**src/core/stx_fifo.sv**
```systemverilog
// No logic here; the transmit FIFO module sits in the core file with the rest of the design.

```
**src/core/stx_pkg.sv**
```systemverilog
// Package with register map, field positions, reset values and types of the serial transmit block.
package stx_pkg;
  // ---------------------------------------------------------------------------
  // Register map
  // ---------------------------------------------------------------------------
  localparam logic [11:0] STX_OFS_CTRL_STATUS = 12'h000;
  localparam logic [11:0] STX_OFS_DATA        = 12'h004;
  localparam logic [11:0] STX_OFS_BAUD        = 12'h008;
  localparam logic [11:0] STX_OFS_RX_CTRL     = 12'h00C;

  // ---------------------------------------------------------------------------
  // Control/status, receive control and baud field positions
  // ---------------------------------------------------------------------------
  localparam int STX_BIT_CLK_MASTER = 7;
  localparam int STX_BIT_NINE_BIT   = 6;
  localparam int STX_BIT_TX_ENABLE  = 5;
  localparam int STX_BIT_SYNC_MODE  = 4;
  localparam int STX_BIT_BREAK_REQ  = 3;
  localparam int STX_BIT_HIGH_SPEED = 2;
  localparam int STX_BIT_SHIFT_EMPTY = 1;
  localparam int STX_BIT_NINTH_DATA = 0;
  localparam int STX_BIT_RX_SINGLE  = 1;
  localparam int STX_BIT_RX_CONT    = 0;
  localparam int STX_BIT_BAUD_AUTO  = 16;

  // ---------------------------------------------------------------------------
  // Reset values and timing
  // ---------------------------------------------------------------------------
  localparam logic [7:0]  STX_RST_CTRL = 8'h02;
  localparam logic [15:0] STX_RST_BAUD = 16'h000F;
  localparam int          STX_BREAK_BITS = 13;
  localparam int          STX_HS_DIV = 4;
  localparam int          STX_LS_DIV = 16;

  typedef enum logic [1:0] {
    STX_IDLE  = 2'b00,
    STX_SHIFT = 2'b01,
    STX_BREAK = 2'b10
  } stx_state_t;

  typedef struct packed {
    logic       clk_master;
    logic       nine_bit;
    logic       tx_enable;
    logic       sync_mode;
    logic       break_req;
    logic       high_speed;
    logic       shift_empty;
    logic       ninth_data;
  } stx_ctrl_t;
endpackage

```
**src/core/stx_core.sv**
```systemverilog
// Serial transmit block with control/status register, APB slave, FIFO and shifter.
//
// The implementer's own choices: the register addresses and the APB slave port.
`timescale 1ns/1ps
module stx_core
  import stx_pkg::*;
#(
  parameter int FIFO_DEPTH = 16
) (
  input  wire logic        pclk,
  input  wire logic        presetn,
  input  wire logic        psel,
  input  wire logic        penable,
  input  wire logic        pwrite,
  input  wire logic [11:0] paddr,
  input  wire logic [31:0] pwdata,
  output logic [31:0]      prdata,
  output logic             pready,
  output logic             pslverr,
  input  wire logic        auto_baud_valid,
  input  wire logic [15:0] auto_baud_value,
  input  wire logic        ext_clk_in,
  output logic             tx_out,
  output logic             tx_clk_out,
  output logic             tx_clk_oe_n
);
  // The FIFO needs at least two words and a power-of-two depth for its wrap bit.
  if (FIFO_DEPTH < 2 || (FIFO_DEPTH & (FIFO_DEPTH - 1)) != 0) begin : g_depth_check
    $error("stx_core: FIFO_DEPTH must be a power of two of at least two");
  end

  // ---------------------------------------------------------------------------
  // Registers
  // ---------------------------------------------------------------------------
  stx_ctrl_t   ctrl;
  logic [15:0] baud;
  logic        baud_auto_en;
  logic [1:0]  rx_en;
  stx_state_t  state;
  logic [9:0]  shreg;
  logic [3:0]  bits_left;
  logic [15:0] baud_cnt;
  logic [4:0]  sub_cnt;
  logic        tick;
  logic [2:0]  ext_sync;
  logic        ext_stable;
  logic        ext_prev;
  logic        break_done;

  wire apb_setup  = psel && !penable;
  wire apb_access = psel && penable;
  wire apb_wr     = apb_access && pwrite;
  // Writes take effect only at the completing edge, never during a held access.
  wire wr_done    = apb_wr && pready;
  wire wr_ctrl    = wr_done && paddr == STX_OFS_CTRL_STATUS;
  wire wr_data    = wr_done && paddr == STX_OFS_DATA;
  wire mapped     = paddr == STX_OFS_CTRL_STATUS || paddr == STX_OFS_DATA ||
                    paddr == STX_OFS_BAUD || paddr == STX_OFS_RX_CTRL;

  // Receive enables win in synchronous mode, so the transmitter sits idle.
  wire tx_run = ctrl.tx_enable && !(ctrl.sync_mode && |rx_en);

  // ---------------------------------------------------------------------------
  // FIFO between the data register and the shifter
  // ---------------------------------------------------------------------------
  logic [8:0] fifo_out;
  logic       fifo_valid;
  logic       fifo_in_ready;
  wire        start_char = state == STX_IDLE && tx_run && fifo_valid;

  stx_fifo #(.WIDTH(9), .DEPTH(FIFO_DEPTH)) u_fifo (
    .pclk      (pclk),
    .presetn   (presetn),
    .in_data   ({ctrl.ninth_data, pwdata[7:0]}),
    .in_valid  (wr_data),
    .in_ready  (fifo_in_ready),
    .out_data  (fifo_out),
    .out_valid (fifo_valid),
    .out_ready (start_char)
  );

  // ---------------------------------------------------------------------------
  // APB slave: wait states while a data write finds the FIFO full
  // ---------------------------------------------------------------------------
  // Holding the access instead of dropping the word keeps software from losing data.
  wire data_hold = pwrite && paddr == STX_OFS_DATA && !fifo_in_ready;

  always_ff @(posedge pclk or negedge presetn) begin
    if (!presetn) begin
      pready  <= 1'b0;
      pslverr <= 1'b0;
      prdata  <= 32'h0000_0000;
    end else begin
      pready  <= (apb_setup || (apb_access && !pready)) && !data_hold;
      pslverr <= (apb_setup || apb_access) && !mapped;
      if (apb_setup || (apb_access && !pready)) begin
        case (paddr)
          STX_OFS_CTRL_STATUS: prdata <= {24'h00_0000, ctrl};
          STX_OFS_BAUD:        prdata <= {15'h0000, baud_auto_en, baud};
          STX_OFS_RX_CTRL:     prdata <= {30'h0000_0000, rx_en};
          default:             prdata <= 32'h0000_0000;
        endcase
      end
    end
  end

  // ---------------------------------------------------------------------------
  // Control register; hardware clear of break request wins over the write
  // ---------------------------------------------------------------------------
  always_ff @(posedge pclk or negedge presetn) begin
    if (!presetn) begin
      ctrl <= stx_ctrl_t'(STX_RST_CTRL);
    end else begin
      if (wr_ctrl) begin
        ctrl.clk_master <= pwdata[STX_BIT_CLK_MASTER];
        ctrl.nine_bit   <= pwdata[STX_BIT_NINE_BIT];
        ctrl.tx_enable  <= pwdata[STX_BIT_TX_ENABLE];
        ctrl.sync_mode  <= pwdata[STX_BIT_SYNC_MODE];
        ctrl.break_req  <= pwdata[STX_BIT_BREAK_REQ];
        ctrl.high_speed <= pwdata[STX_BIT_HIGH_SPEED];
        ctrl.ninth_data <= pwdata[STX_BIT_NINTH_DATA];
      end
      if (break_done) ctrl.break_req <= 1'b0;
      ctrl.shift_empty <= state == STX_IDLE && !start_char;
    end
  end

  always_ff @(posedge pclk or negedge presetn) begin
    if (!presetn) begin
      baud         <= STX_RST_BAUD;
      baud_auto_en <= 1'b0;
      rx_en        <= 2'b00;
    end else begin
      if (wr_done && paddr == STX_OFS_BAUD) begin
        baud         <= pwdata[15:0];
        baud_auto_en <= pwdata[STX_BIT_BAUD_AUTO];
      end else if (baud_auto_en && auto_baud_valid) begin
        baud <= auto_baud_value;
      end
      if (wr_done && paddr == STX_OFS_RX_CTRL) rx_en <= pwdata[1:0];
    end
  end

  // ---------------------------------------------------------------------------
  // Bit timing: internal baud generator, or external clock in sync slave mode
  // ---------------------------------------------------------------------------
  wire       slave_clk = ctrl.sync_mode && !ctrl.clk_master;
  wire [4:0] sub_top   = ctrl.sync_mode ? 5'd1 : (ctrl.high_speed ? 5'(STX_HS_DIV - 1) : 5'(STX_LS_DIV - 1));
  wire       gen_tick  = baud_cnt == 16'h0000 && sub_cnt == sub_top;

  always_ff @(posedge pclk or negedge presetn) begin
    if (!presetn) begin
      ext_sync   <= 3'b000;
      ext_stable <= 1'b0;
      ext_prev   <= 1'b0;
    end else begin
      ext_sync <= {ext_sync[1:0], ext_clk_in};
      if (ext_sync[1] == ext_sync[2]) ext_stable <= ext_sync[2];
      ext_prev <= ext_stable;
    end
  end

  always_ff @(posedge pclk or negedge presetn) begin
    if (!presetn) begin
      baud_cnt <= 16'h0000;
      sub_cnt  <= 5'd0;
    end else if (baud_cnt == 16'h0000) begin
      baud_cnt <= baud;
      sub_cnt  <= (sub_cnt >= sub_top) ? 5'd0 : sub_cnt + 5'd1;
    end else begin
      baud_cnt <= baud_cnt - 16'h0001;
    end
  end

  // Slave shifts on the falling external edge; master on its own generator.
  always_comb begin
    tick = slave_clk ? (ext_prev && !ext_stable) : gen_tick;
  end

  // ---------------------------------------------------------------------------
  // Shifter
  // ---------------------------------------------------------------------------
  always_ff @(posedge pclk or negedge presetn) begin
    if (!presetn) begin
      state      <= STX_IDLE;
      shreg      <= 10'h3FF;
      bits_left  <= 4'd0;
      break_done <= 1'b0;
      tx_out     <= 1'b1;
    end else begin
      break_done <= 1'b0;
      case (state)
        STX_IDLE: begin
          tx_out <= 1'b1;
          if (start_char && ctrl.break_req && !ctrl.sync_mode) begin
            state     <= STX_BREAK;
            bits_left <= 4'(STX_BREAK_BITS);
            shreg     <= 10'h3FF;
          end else if (start_char && ctrl.sync_mode) begin
            state     <= STX_SHIFT;
            shreg     <= {1'b1, ctrl.nine_bit ? fifo_out[8] : 1'b1, fifo_out[7:0]};
            bits_left <= ctrl.nine_bit ? 4'd9 : 4'd8;
          end else if (start_char) begin
            state     <= STX_SHIFT;
            shreg     <= {ctrl.nine_bit ? fifo_out[8] : 1'b1, fifo_out[7:0], 1'b0};
            bits_left <= ctrl.nine_bit ? 4'd11 : 4'd10;
          end
        end
        STX_SHIFT: begin
          if (!tx_run) begin
            state <= STX_IDLE;
          end else if (tick) begin
            tx_out    <= shreg[0];
            shreg     <= {1'b1, shreg[9:1]};
            bits_left <= bits_left - 4'd1;
            if (bits_left == 4'd0) state <= STX_IDLE;
          end
        end
        STX_BREAK: begin
          if (tick) begin
            tx_out    <= (bits_left == 4'd0) ? 1'b1 : 1'b0;
            bits_left <= bits_left - 4'd1;
            if (bits_left == 4'd0) begin
              state      <= STX_IDLE;
              break_done <= 1'b1;
            end
          end
        end
        default: state <= STX_IDLE;
      endcase
    end
  end

  // Master drives the shift clock only while tx_run is high; slave and async leave it undriven.
  always_ff @(posedge pclk or negedge presetn) begin
    if (!presetn) begin
      tx_clk_out  <= 1'b1;
      tx_clk_oe_n <= 1'b1;
    end else begin
      tx_clk_oe_n <= !(ctrl.sync_mode && ctrl.clk_master && tx_run);
      if (gen_tick && state == STX_SHIFT) tx_clk_out <= !tx_clk_out;
      else if (state != STX_SHIFT) tx_clk_out <= 1'b1;
    end
  end
endmodule

// ---------------------------------------------------------------------------
// Transmit FIFO
// ---------------------------------------------------------------------------
// One spare pointer bit tells full from empty without a separate counter.
module stx_fifo
  import stx_pkg::*;
#(
  parameter int WIDTH = 9,
  parameter int DEPTH = 16
) (
  input  wire logic             pclk,
  input  wire logic             presetn,
  input  wire logic [WIDTH-1:0] in_data,
  input  wire logic             in_valid,
  output logic                  in_ready,
  output logic [WIDTH-1:0]      out_data,
  output logic                  out_valid,
  input  wire logic             out_ready
);
  localparam int AW = (DEPTH > 1) ? $clog2(DEPTH) : 1;

  if (DEPTH < 2 || (DEPTH & (DEPTH - 1)) != 0) begin : g_depth_check
    $error("stx_fifo: DEPTH must be a power of two of at least two");
  end

  logic [WIDTH-1:0] mem [DEPTH];
  logic [AW:0]      wr_ptr;
  logic [AW:0]      rd_ptr;
  wire              full  = (wr_ptr[AW] != rd_ptr[AW]) && (wr_ptr[AW-1:0] == rd_ptr[AW-1:0]);
  wire              empty = (wr_ptr == rd_ptr);

  assign in_ready  = !full;
  assign out_valid = !empty;
  assign out_data  = mem[rd_ptr[AW-1:0]];

  always_ff @(posedge pclk) begin
    if (in_valid && !full) begin
      mem[wr_ptr[AW-1:0]] <= in_data;
    end
  end

  always_ff @(posedge pclk or negedge presetn) begin
    if (!presetn) begin
      wr_ptr <= '0;
      rd_ptr <= '0;
    end else begin
      if (in_valid && !full) wr_ptr <= wr_ptr + 1'b1;
      if (out_ready && !empty) rd_ptr <= rd_ptr + 1'b1;
    end
  end
endmodule

```
**config.mk**
```make
export PLATFORM = sky130hd
export DESIGN_NAME = stx_core
export DESIGN_NICKNAME = d
export VERILOG_FILES = /design/src/core/stx_fifo.sv /design/src/core/stx_pkg.sv /design/src/core/stx_core.sv
export SDC_FILE = /design/constraint.sdc
export NUM_CORES = 1
export LEC_CHECK = 0
export ABC_AREA = 0
export BUFFER_PORTS_ARGS = -buffer_cell sky130_fd_sc_hd__buf_2
export CORE_UTILIZATION = 40
export CTS_BUF_LIST = sky130_fd_sc_hd__clkbuf_4 sky130_fd_sc_hd__clkbuf_8
export DETAILED_ROUTE_END_ITERATION = 10
export PLACE_DENSITY = 0.59
export SYNTH_ARGS = -nofsm -noshare
export SYNTH_HDL_FRONTEND = slang
export SYNTH_HIERARCHICAL = 1
export SYNTH_SLANG_ARGS = --single-unit
```
**constraint.sdc**
```tcl
create_clock -name pclk -period 6.82 [get_ports pclk]
set_input_delay 0.341 -clock pclk [delete_from_list [all_inputs] [get_ports pclk]]
set_output_delay 0.341 -clock pclk [all_outputs]
set_load 0.02 [all_outputs]
```
==> impl_metrics.json, run 1 <==
{
  "critPathMaxFanout": 40,
  "dp_hpwl_mm": 15.0,
  "drtAntennaViolNets": 0,
  "run_status": "finished, final reports clean",
  "grt_first_pass_wirelength_mm": 37.8,
  "h-tree-depth": 2,
  "slew_viol_final": 0,
  "dr.pass1.iters": 5,
  "slowest_delay_ps": 590,
  "ys_ff_latch": 246,
  "cp-start-kind": "flip-flop",
  "max_cap_viol_count": 0,
  "clock_path_buffers": 3,
  "syn_area_sq_mm": 0.0109,
  "grt_max_degree": 79,
  "crit_slowest_cell": "buf_4",
  "die-area_sq_mm": 0.0279,
  "die_height_um": 167,
  "yosysUniqueCellTypes": 71,
  "maxSlewHeadroom": 0.313,
  "nFillCells": 2379,
  "grt_pass1_vias": 6806,
  "leakage_nw": 4.99,
  "vias_per_cell": 5.34,
  "rsz0062_at_grt": "no",
  "max_freq_mhz": 299,
  "nNetsFinal": 941,
  "yosysTopAreaCell": "edfxtp_1",
  "report.final.setup_viol": 0,
  "tns_ps": 0,
  "hold_viol": 0,
  "drt-total-wl_mm": 23.6,
  "tritoncts": "built",
  "syn_avg_cell_area_sq_um": 14.2,
  "ys_top_cells_by_area": "edfxtp_1 40%, dfrtp_1 19%, mux4_2 7.5%",
  "post-cts-setup-buffers": 0,
  "portBuffers": 73,
  "syn-instance-count": 767,
  "power_density_mw_per_mm2": 263,
  "synth-edff-count": 144,
  "yosysSeqAreaShare": 0.634,
  "arrival_ps": 3800,
  "area_delta_synth_final_pct": 13.9,
  "antenna_found_initial": 2,
  "yosysTopAreaCellShare": 0.397,
  "grt_usage": 0.177,
  "fin_crit_ps": 3350,
  "ios": 104,
  "clock_sinks": 246,
  "crit_chain": "buf_4 -> xnor2_1 -> nand4_2 -> or2_1 -> and3_1 -> and3b_1 -> nor2_1 -> a21oi_1 -> mux2_2",
  "die_w_um": 167,
  "placedCellCount": 1153,
  "core_sq_mm": 0.0268,
  "hp-class": "in2reg",
  "globalplace.congestion": 0.778,
  "cts_resized": 0,
  "drtIter0Drc": 396,
  "yosysWarnings": 6,
  "worstSetupPathType": "reg2reg",
  "drc": 0,
  "grt_overflow": 0,
  "critPathRequiredTime_ps": 7280,
  "ir_worst_vdd_mv": 0.168,
  "cts_made_buffers": 42,
  "worst-slew-pin-transition_ps": 1020,
  "clock-root-buffer": "clkbuf_8",
  "fin_cells": 1233,
  "clkTransAtPathRegs_ps": 60,
  "start_util": 0.406,
  "via_count": 6585,
  "rows": 60,
  "critPathCaptureType": "flip-flop",
  "synth-async-reset-ratio": 0.415,
  "insertion_delay_ps": 540,
  "wl_per_cell_um": 19.1,
  "fin_skew_ps": 18.8,
  "finalCritPeriodShare": 0.491,
  "synth_ff_type": "edfxtp_1",
  "drive_gt1_frac": 0.277
}
## routing by layer
layer	vias up	global-route usage	part of all wire
li1	3044	-	-
met1	3306	0.240	0.45
met2	183	0.279	0.47
met3	50	0.0378	0.056
met4	2	0.0660	0.025
met5	-	0	0.00034
## cell usage in the layout, fill, tap and decap left out, types with 3 or more instances in the layout
master    instances
a22o_1            9
conb_1           15
clkinv_2          3
clkinv_1          3
nor2b_1          14
or4_1             6
nor4_1            5
xnor2_1          17
or3_1             4
inv_1            19
xor2_1            4
a21o_1            3
ha_1             16
buf_4             8
o21ai_1           4
nand2b_1          4
dfrtp_1          83
nand3_1          10
nor3_1           13
and3_1            3
buf_2            72
clkbuf_4         19
o21ai_0          15
mux2_2           21
mux2i_1          29
a32oi_1           6
dfstp_2          18
clkbuf_8         49
nor2_1           67
edfxtp_1        144
a22oi_1          19
or2_2             4
a211oi_1          3
nand4_1           4
a21oi_1          31
nand2_1          57
mux4_2           36
## path summary, 6_finish.rpt
check                                        startpoint                      endpoint  slack [ps]  cells past startpoint
setup / recovery           u_fifo/rd_ptr[1]$_DFFE_PN0P_          shreg[6]$_DFFE_PN1P_        3470                      9
hold / removal                               pwdata[16]      baud_auto_en$_DFFE_PN0P_          40                      2
setup reg to reg           u_fifo/rd_ptr[1]$_DFFE_PN0P_          shreg[6]$_DFFE_PN1P_        3470                      9
hold reg to reg                   ext_sync[0]$_DFF_PN0_         ext_sync[1]$_DFF_PN0_         360                      0
max in group asynchronous                       presetn  u_fifo/rd_ptr[1]$_DFFE_PN0P_        5210                      3
min in group asynchronous                       presetn         ext_sync[0]$_DFF_PN0_         260                      2
## registers in the layout (all words and copies together), names as in the netlist, 2 cells and up
register and flops:
baud 16, baud_cnt 16, bits_left 4, ctrl 8, ext_sync 3, prdata 17, rx_en 2, shreg 10
state 2, sub_cnt 5, u_fifo/mem 144, u_fifo/rd_ptr 5, u_fifo/wr_ptr 5
## worst max-delay path, delay by kind of cell (launching register included)
family | cells | cell delay [ps]
flops | 1 | 340
compound gates | 1 | 140
mux | 1 | 290
xor+xnor | 1 | 210
buf+inv | 1 | 590
simple gates | 5 | 1690
## metrics by stage
stage	hold WS (ps)	worst slack, ps	cell area [sq um]	util	power (mW)
floorplan	45.4	3670	10900	-	1.88
global placement	271	3400	11500	0.429	1.95
detailed placement	275	3420	11500	0.429	1.95
CTS	23.5	3400	12400	0.462	3.30
global route	30.2	3130	12400	0.462	3.41
finish	43.8	3470	12400	0.462	3.26
## power breakdown
| group | switching [mW] | internal [mW] |
|---|---|---|
| Clock | 0.580 | 0.759 |
| Sequential | 0.0804 | 1.63 |
| Combinational | 0.116 | 0.0928 |
| Total | 0.777 | 2.49 |
## logic make-up (layout without fill, tap and decap cells)
| family | after synthesis | in the layout | share of synthesized area |
|---|---|---|---|
| and+or+nand+nor | 209 | 209 | 0.0974 |
| DFF | 246 | 246 | 0.634 |
| muxes | 88 | 88 | 0.125 |
| adders and majority gates | 17 | 17 | 0.0193 |
| other | 1 | 16 | 0.000345 |
| AOI/OAI and AO/OA | 117 | 117 | 0.0745 |
| xor gates and xnor gates | 21 | 21 | 0.0169 |
| buffers and inverters | 68 | 178 | 0.0323 |
## timing repair
| item | in CTS | in global routing |
|---|---|---|
| hold buffers | 2 | 0 |
| hold endpoints to repair | 25 | 0 |
| setup endpoints to repair | 0 | 0 |
## synthesized netlist by cell type (3+ instances only)
cell type,number
a211oi_1,3
a21o_1,3
a21oi_1,31
a22o_1,9
a22oi_1,19
a32oi_1,6
and3_1,3
buf_2,11
buf_4,16
buf_6,3
clkbuf_1,18
dfrtp_1,84
dfstp_2,18
edfxtp_1,144
ha_1,16
inv_1,19
mux2_2,21
mux2i_1,29
mux4_2,36
nand2_1,57
nand2b_1,4
nand3_1,10
nand4_1,4
nor2_1,67
nor2b_1,14
nor3_1,14
nor4_1,5
o21ai_0,15
o21ai_1,4
or2_2,4
or3_1,4
or4_1,6
xnor2_1,17
xor2_1,4
## layout make-up
cell class	count	area, sq um	area share
Antenna cell	1	2.50	0.000202
Clock buffer	68	817	0.0659
Clock inverter	9	50.0	0.00404
Inverter	19	71.3	0.00575
Multi-Input combinational cell	467	3690	0.297
Sequential cell	246	6900	0.557
Tap cell	341	427	0.0344
Timing Repair Buffer	82	440	0.0355
(Power assumes the default switching activity.)
==> run 2, diff against run 1 <==
- ABC_AREA: 0 -> 1
- PLACE_DENSITY: 0.59 -> 0.61
- clock period: 6.82 -> 2.7 ns (I/O delays scaled with it)
==> impl_metrics.json, run 2 <==
{
  "finalCritPeriodShare": 0.870,
  "worstRegToRegCells": 12,
  "largest_reg_flops": 144,
  "design_area_sq_mm": 0.0135,
  "ys_ff_latch": 246,
  "ys_top_cells_by_area": "edfxtp_1 38%, dfrtp_1 18%, nand2_1 10%",
  "critPathTopFamily": "simple AND/OR/NAND/NOR gates",
  "h-tree-depth": 2,
  "crit_chain": "inv_2 -> nand2_1 -> nand2_1 -> nor2_2 -> nand3_2 -> nand2_1 -> nor3_2 -> buf_4 -> nand3_1 -> inv_1 -> a21oi_1 -> o21ai_1",
  "insertion_delay_ps": 550,
  "regToRegEndpoint": "bits_left[2]$_DFFE_PN0P_",
  "rrSetupSlack_ps": 350,
  "critPathMaxFanout": 11,
  "clock_path_buffers": 3,
  "ir_worst_vdd_mv": 0.355,
  "grt_max_degree": 75,
  "die-area_sq_mm": 0.0295,
  "area_delta_synth_final_pct": 17.4,
  "cp_num_buf_inv": 3,
  "yosysTopAreaCell": "edfxtp_1",
  "yosysTopAreaCellShare": 0.376,
  "grt_first_pass_wirelength_mm": 44.6,
  "clkTransAtPathRegs_ps": 60,
  "yosysSeqAreaShare": 0.599,
  "max_freq_mhz": 426,
  "cp-start-kind": "flip-flop",
  "run_status": "finished, final reports clean",
  "grt_usage": 0.197,
  "rows": 61,
  "core_sq_mm": 0.0280,
  "crit_slowest_cell": "dfrtp_1",
  "ios": 104,
  "hold_slack_ps": 31.1,
  "crit_start": "u_fifo/rd_ptr[2]$_DFFE_PN0P_",
  "slew_viol_final": 0,
  "grt_pass1_vias": 8428,
  "dr.pass1.iters": 5,
  "power_density_mw_per_mm2": 650,
  "whs_endpoint": "pslverr$_DFF_PN0_",
  "report.final.setup_viol": 0,
  "utilization": 0.482,
  "fin_skew_ps": 33.1,
  "synth-edff-count": 144,
  "die_height_um": 172,
  "via_count": 8639,
  "slowest_delay_ps": 430,
  "drtIter0Drc": 555,
  "synth_most_common_cell": "nand2_1",
  "clock-root-buffer": "clkbuf_8",
  "worst-slew-pin-transition_ps": 678,
  "nNetsFinal": 1434,
  "grt_overflow": 0,
  "r2r_start": "u_fifo/rd_ptr[2]$_DFFE_PN0P_",
  "critPathCaptureType": "flip-flop",
  "hold_viol": 0,
  "wl_per_cell_um": 15.7,
  "yosysUniqueCellTypes": 49,
  "critPathRequiredTime_ps": 3110,
  "yosysWarnings": 6,
  "portBuffers": 73,
  "drt-total-wl_mm": 27.6,
  "antenna_cells": 0,
  "maxSlewHeadroom": 0.548,
  "die_w_um": 172,
  "hp-class": "in2reg",
  "drtAntennaViolNets": 0,
  "dp_hpwl_mm": 17.4,
  "cts_made_buffers": 42,
  "final_common_cell": "nand2_1",
  "max_cap_viol_count": 0,
  "syn-instance-count": 1216,
  "worstSetupPathType": "reg2reg",
  "vias_per_cell": 4.90,
  "tritoncts": "built",
  "placed_area_sq_mm": 0.0123,
  "synth_ff_type": "edfxtp_1",
  "fin_cells": 1762,
  "cp_common_cell": "nand2_1",
  "synth_commonest_cells": "314 x nand2_1, 166 x nor2_1, 144 x edfxtp_1, 86 x nand3_1, 84 x dfrtp_1",
  "globalplace.congestion": 0.794,
  "clock_sinks": 246,
  "hold_path_depth": 3,
  "mostFrequentLayoutCells": "314 x nand2_1, 166 x nor2_1, 144 x edfxtp_1",
  "drive_gt1_frac": 0.187,
  "worstHoldStart": "paddr[3]",
  "arrival_ps": 2760,
  "syn_area_sq_mm": 0.0115,
  "cp_num_cells": 12,
  "tns_ps": 0,
  "synth-async-reset-ratio": 0.415,
  "antenna_found_initial": 0,
  "placedCellCount": 1654,
  "fin_crit_ps": 2350,
  "leakage_nw": 5.90,
  "syn_avg_cell_area_sq_um": 9.47,
  "drc": 0,
  "start_util": 0.411,
  "rsz0062_at_grt": "no"
}
## run 2: logic make-up (layout without fill, tap and decap cells)
family	Yosys count	count (layout)	share of synthesized area
fa+ha+maj	17	17	0.0183
compound gates	177	177	0.0851
xor+xnor	15	15	0.0114
buf+inv	146	300	0.0602
simple gates	614	614	0.225
other cells	1	15	0.000326
flops	246	246	0.599
## run 2: metrics by stage
step                total power [mW]  worst slack (ps)
floorplan                       5.09               644
global placement                5.33               441
detailed placement              5.35               428
CTS                             8.87               234
global route                    9.21               132
finish                          8.78               352
## run 2: worst max-delay path by stage
stage,slack (ps),endpoint
after CTS,230,baud[10]$_DFFE_PN0P_
after detailed placement,430,bits_left[2]$_DFFE_PN0P_
final,350,bits_left[2]$_DFFE_PN0P_
after global placement,440,bits_left[2]$_DFFE_PN0P_
after floorplan,640,u_fifo/mem[11][0]$_DFFE_PP_
after global routing,130,bits_left[0]$_DFFE_PN0P_
## run 2: what timing repair did
item	CTS	global route
setup endpoints to repair	0	2
gates resized for setup	0	1
setup buffers	0	0
hold endpoints to repair	65	0
hold buffers	31	0
## run 2: final cells by class
type | count | area (sq um)
tap | 378 | 473
sequential | 246 | 6900
clock buffer | 70 | 838
timing repair buffer | 136 | 943
fill | 2637 | 14500
clock inverter | 7 | 51.3
inverter | 87 | 327
multi-input combinational | 838 | 3980
## run 2: layer usage
metal | share of wire | track usage
met1 | 0.45 | 0.264
met2 | 0.46 | 0.315
met3 | 0.059 | 0.0407
met4 | 0.028 | 0.0703
met5 | 0 | 0
## run 2: where the power goes
| group | internal, mW | switching (mW) | total (mW) |
|---|---|---|---|
| Combinational | 0.399 | 0.618 | 1.02 |
| Sequential | 4.20 | 0.0935 | 4.29 |
| Clock | 1.97 | 1.50 | 3.47 |
## run 2: tightest hold or removal path, stage by stage
cell	delay [ps]
buf_2	110
o211ai_1	120
and3_1	160
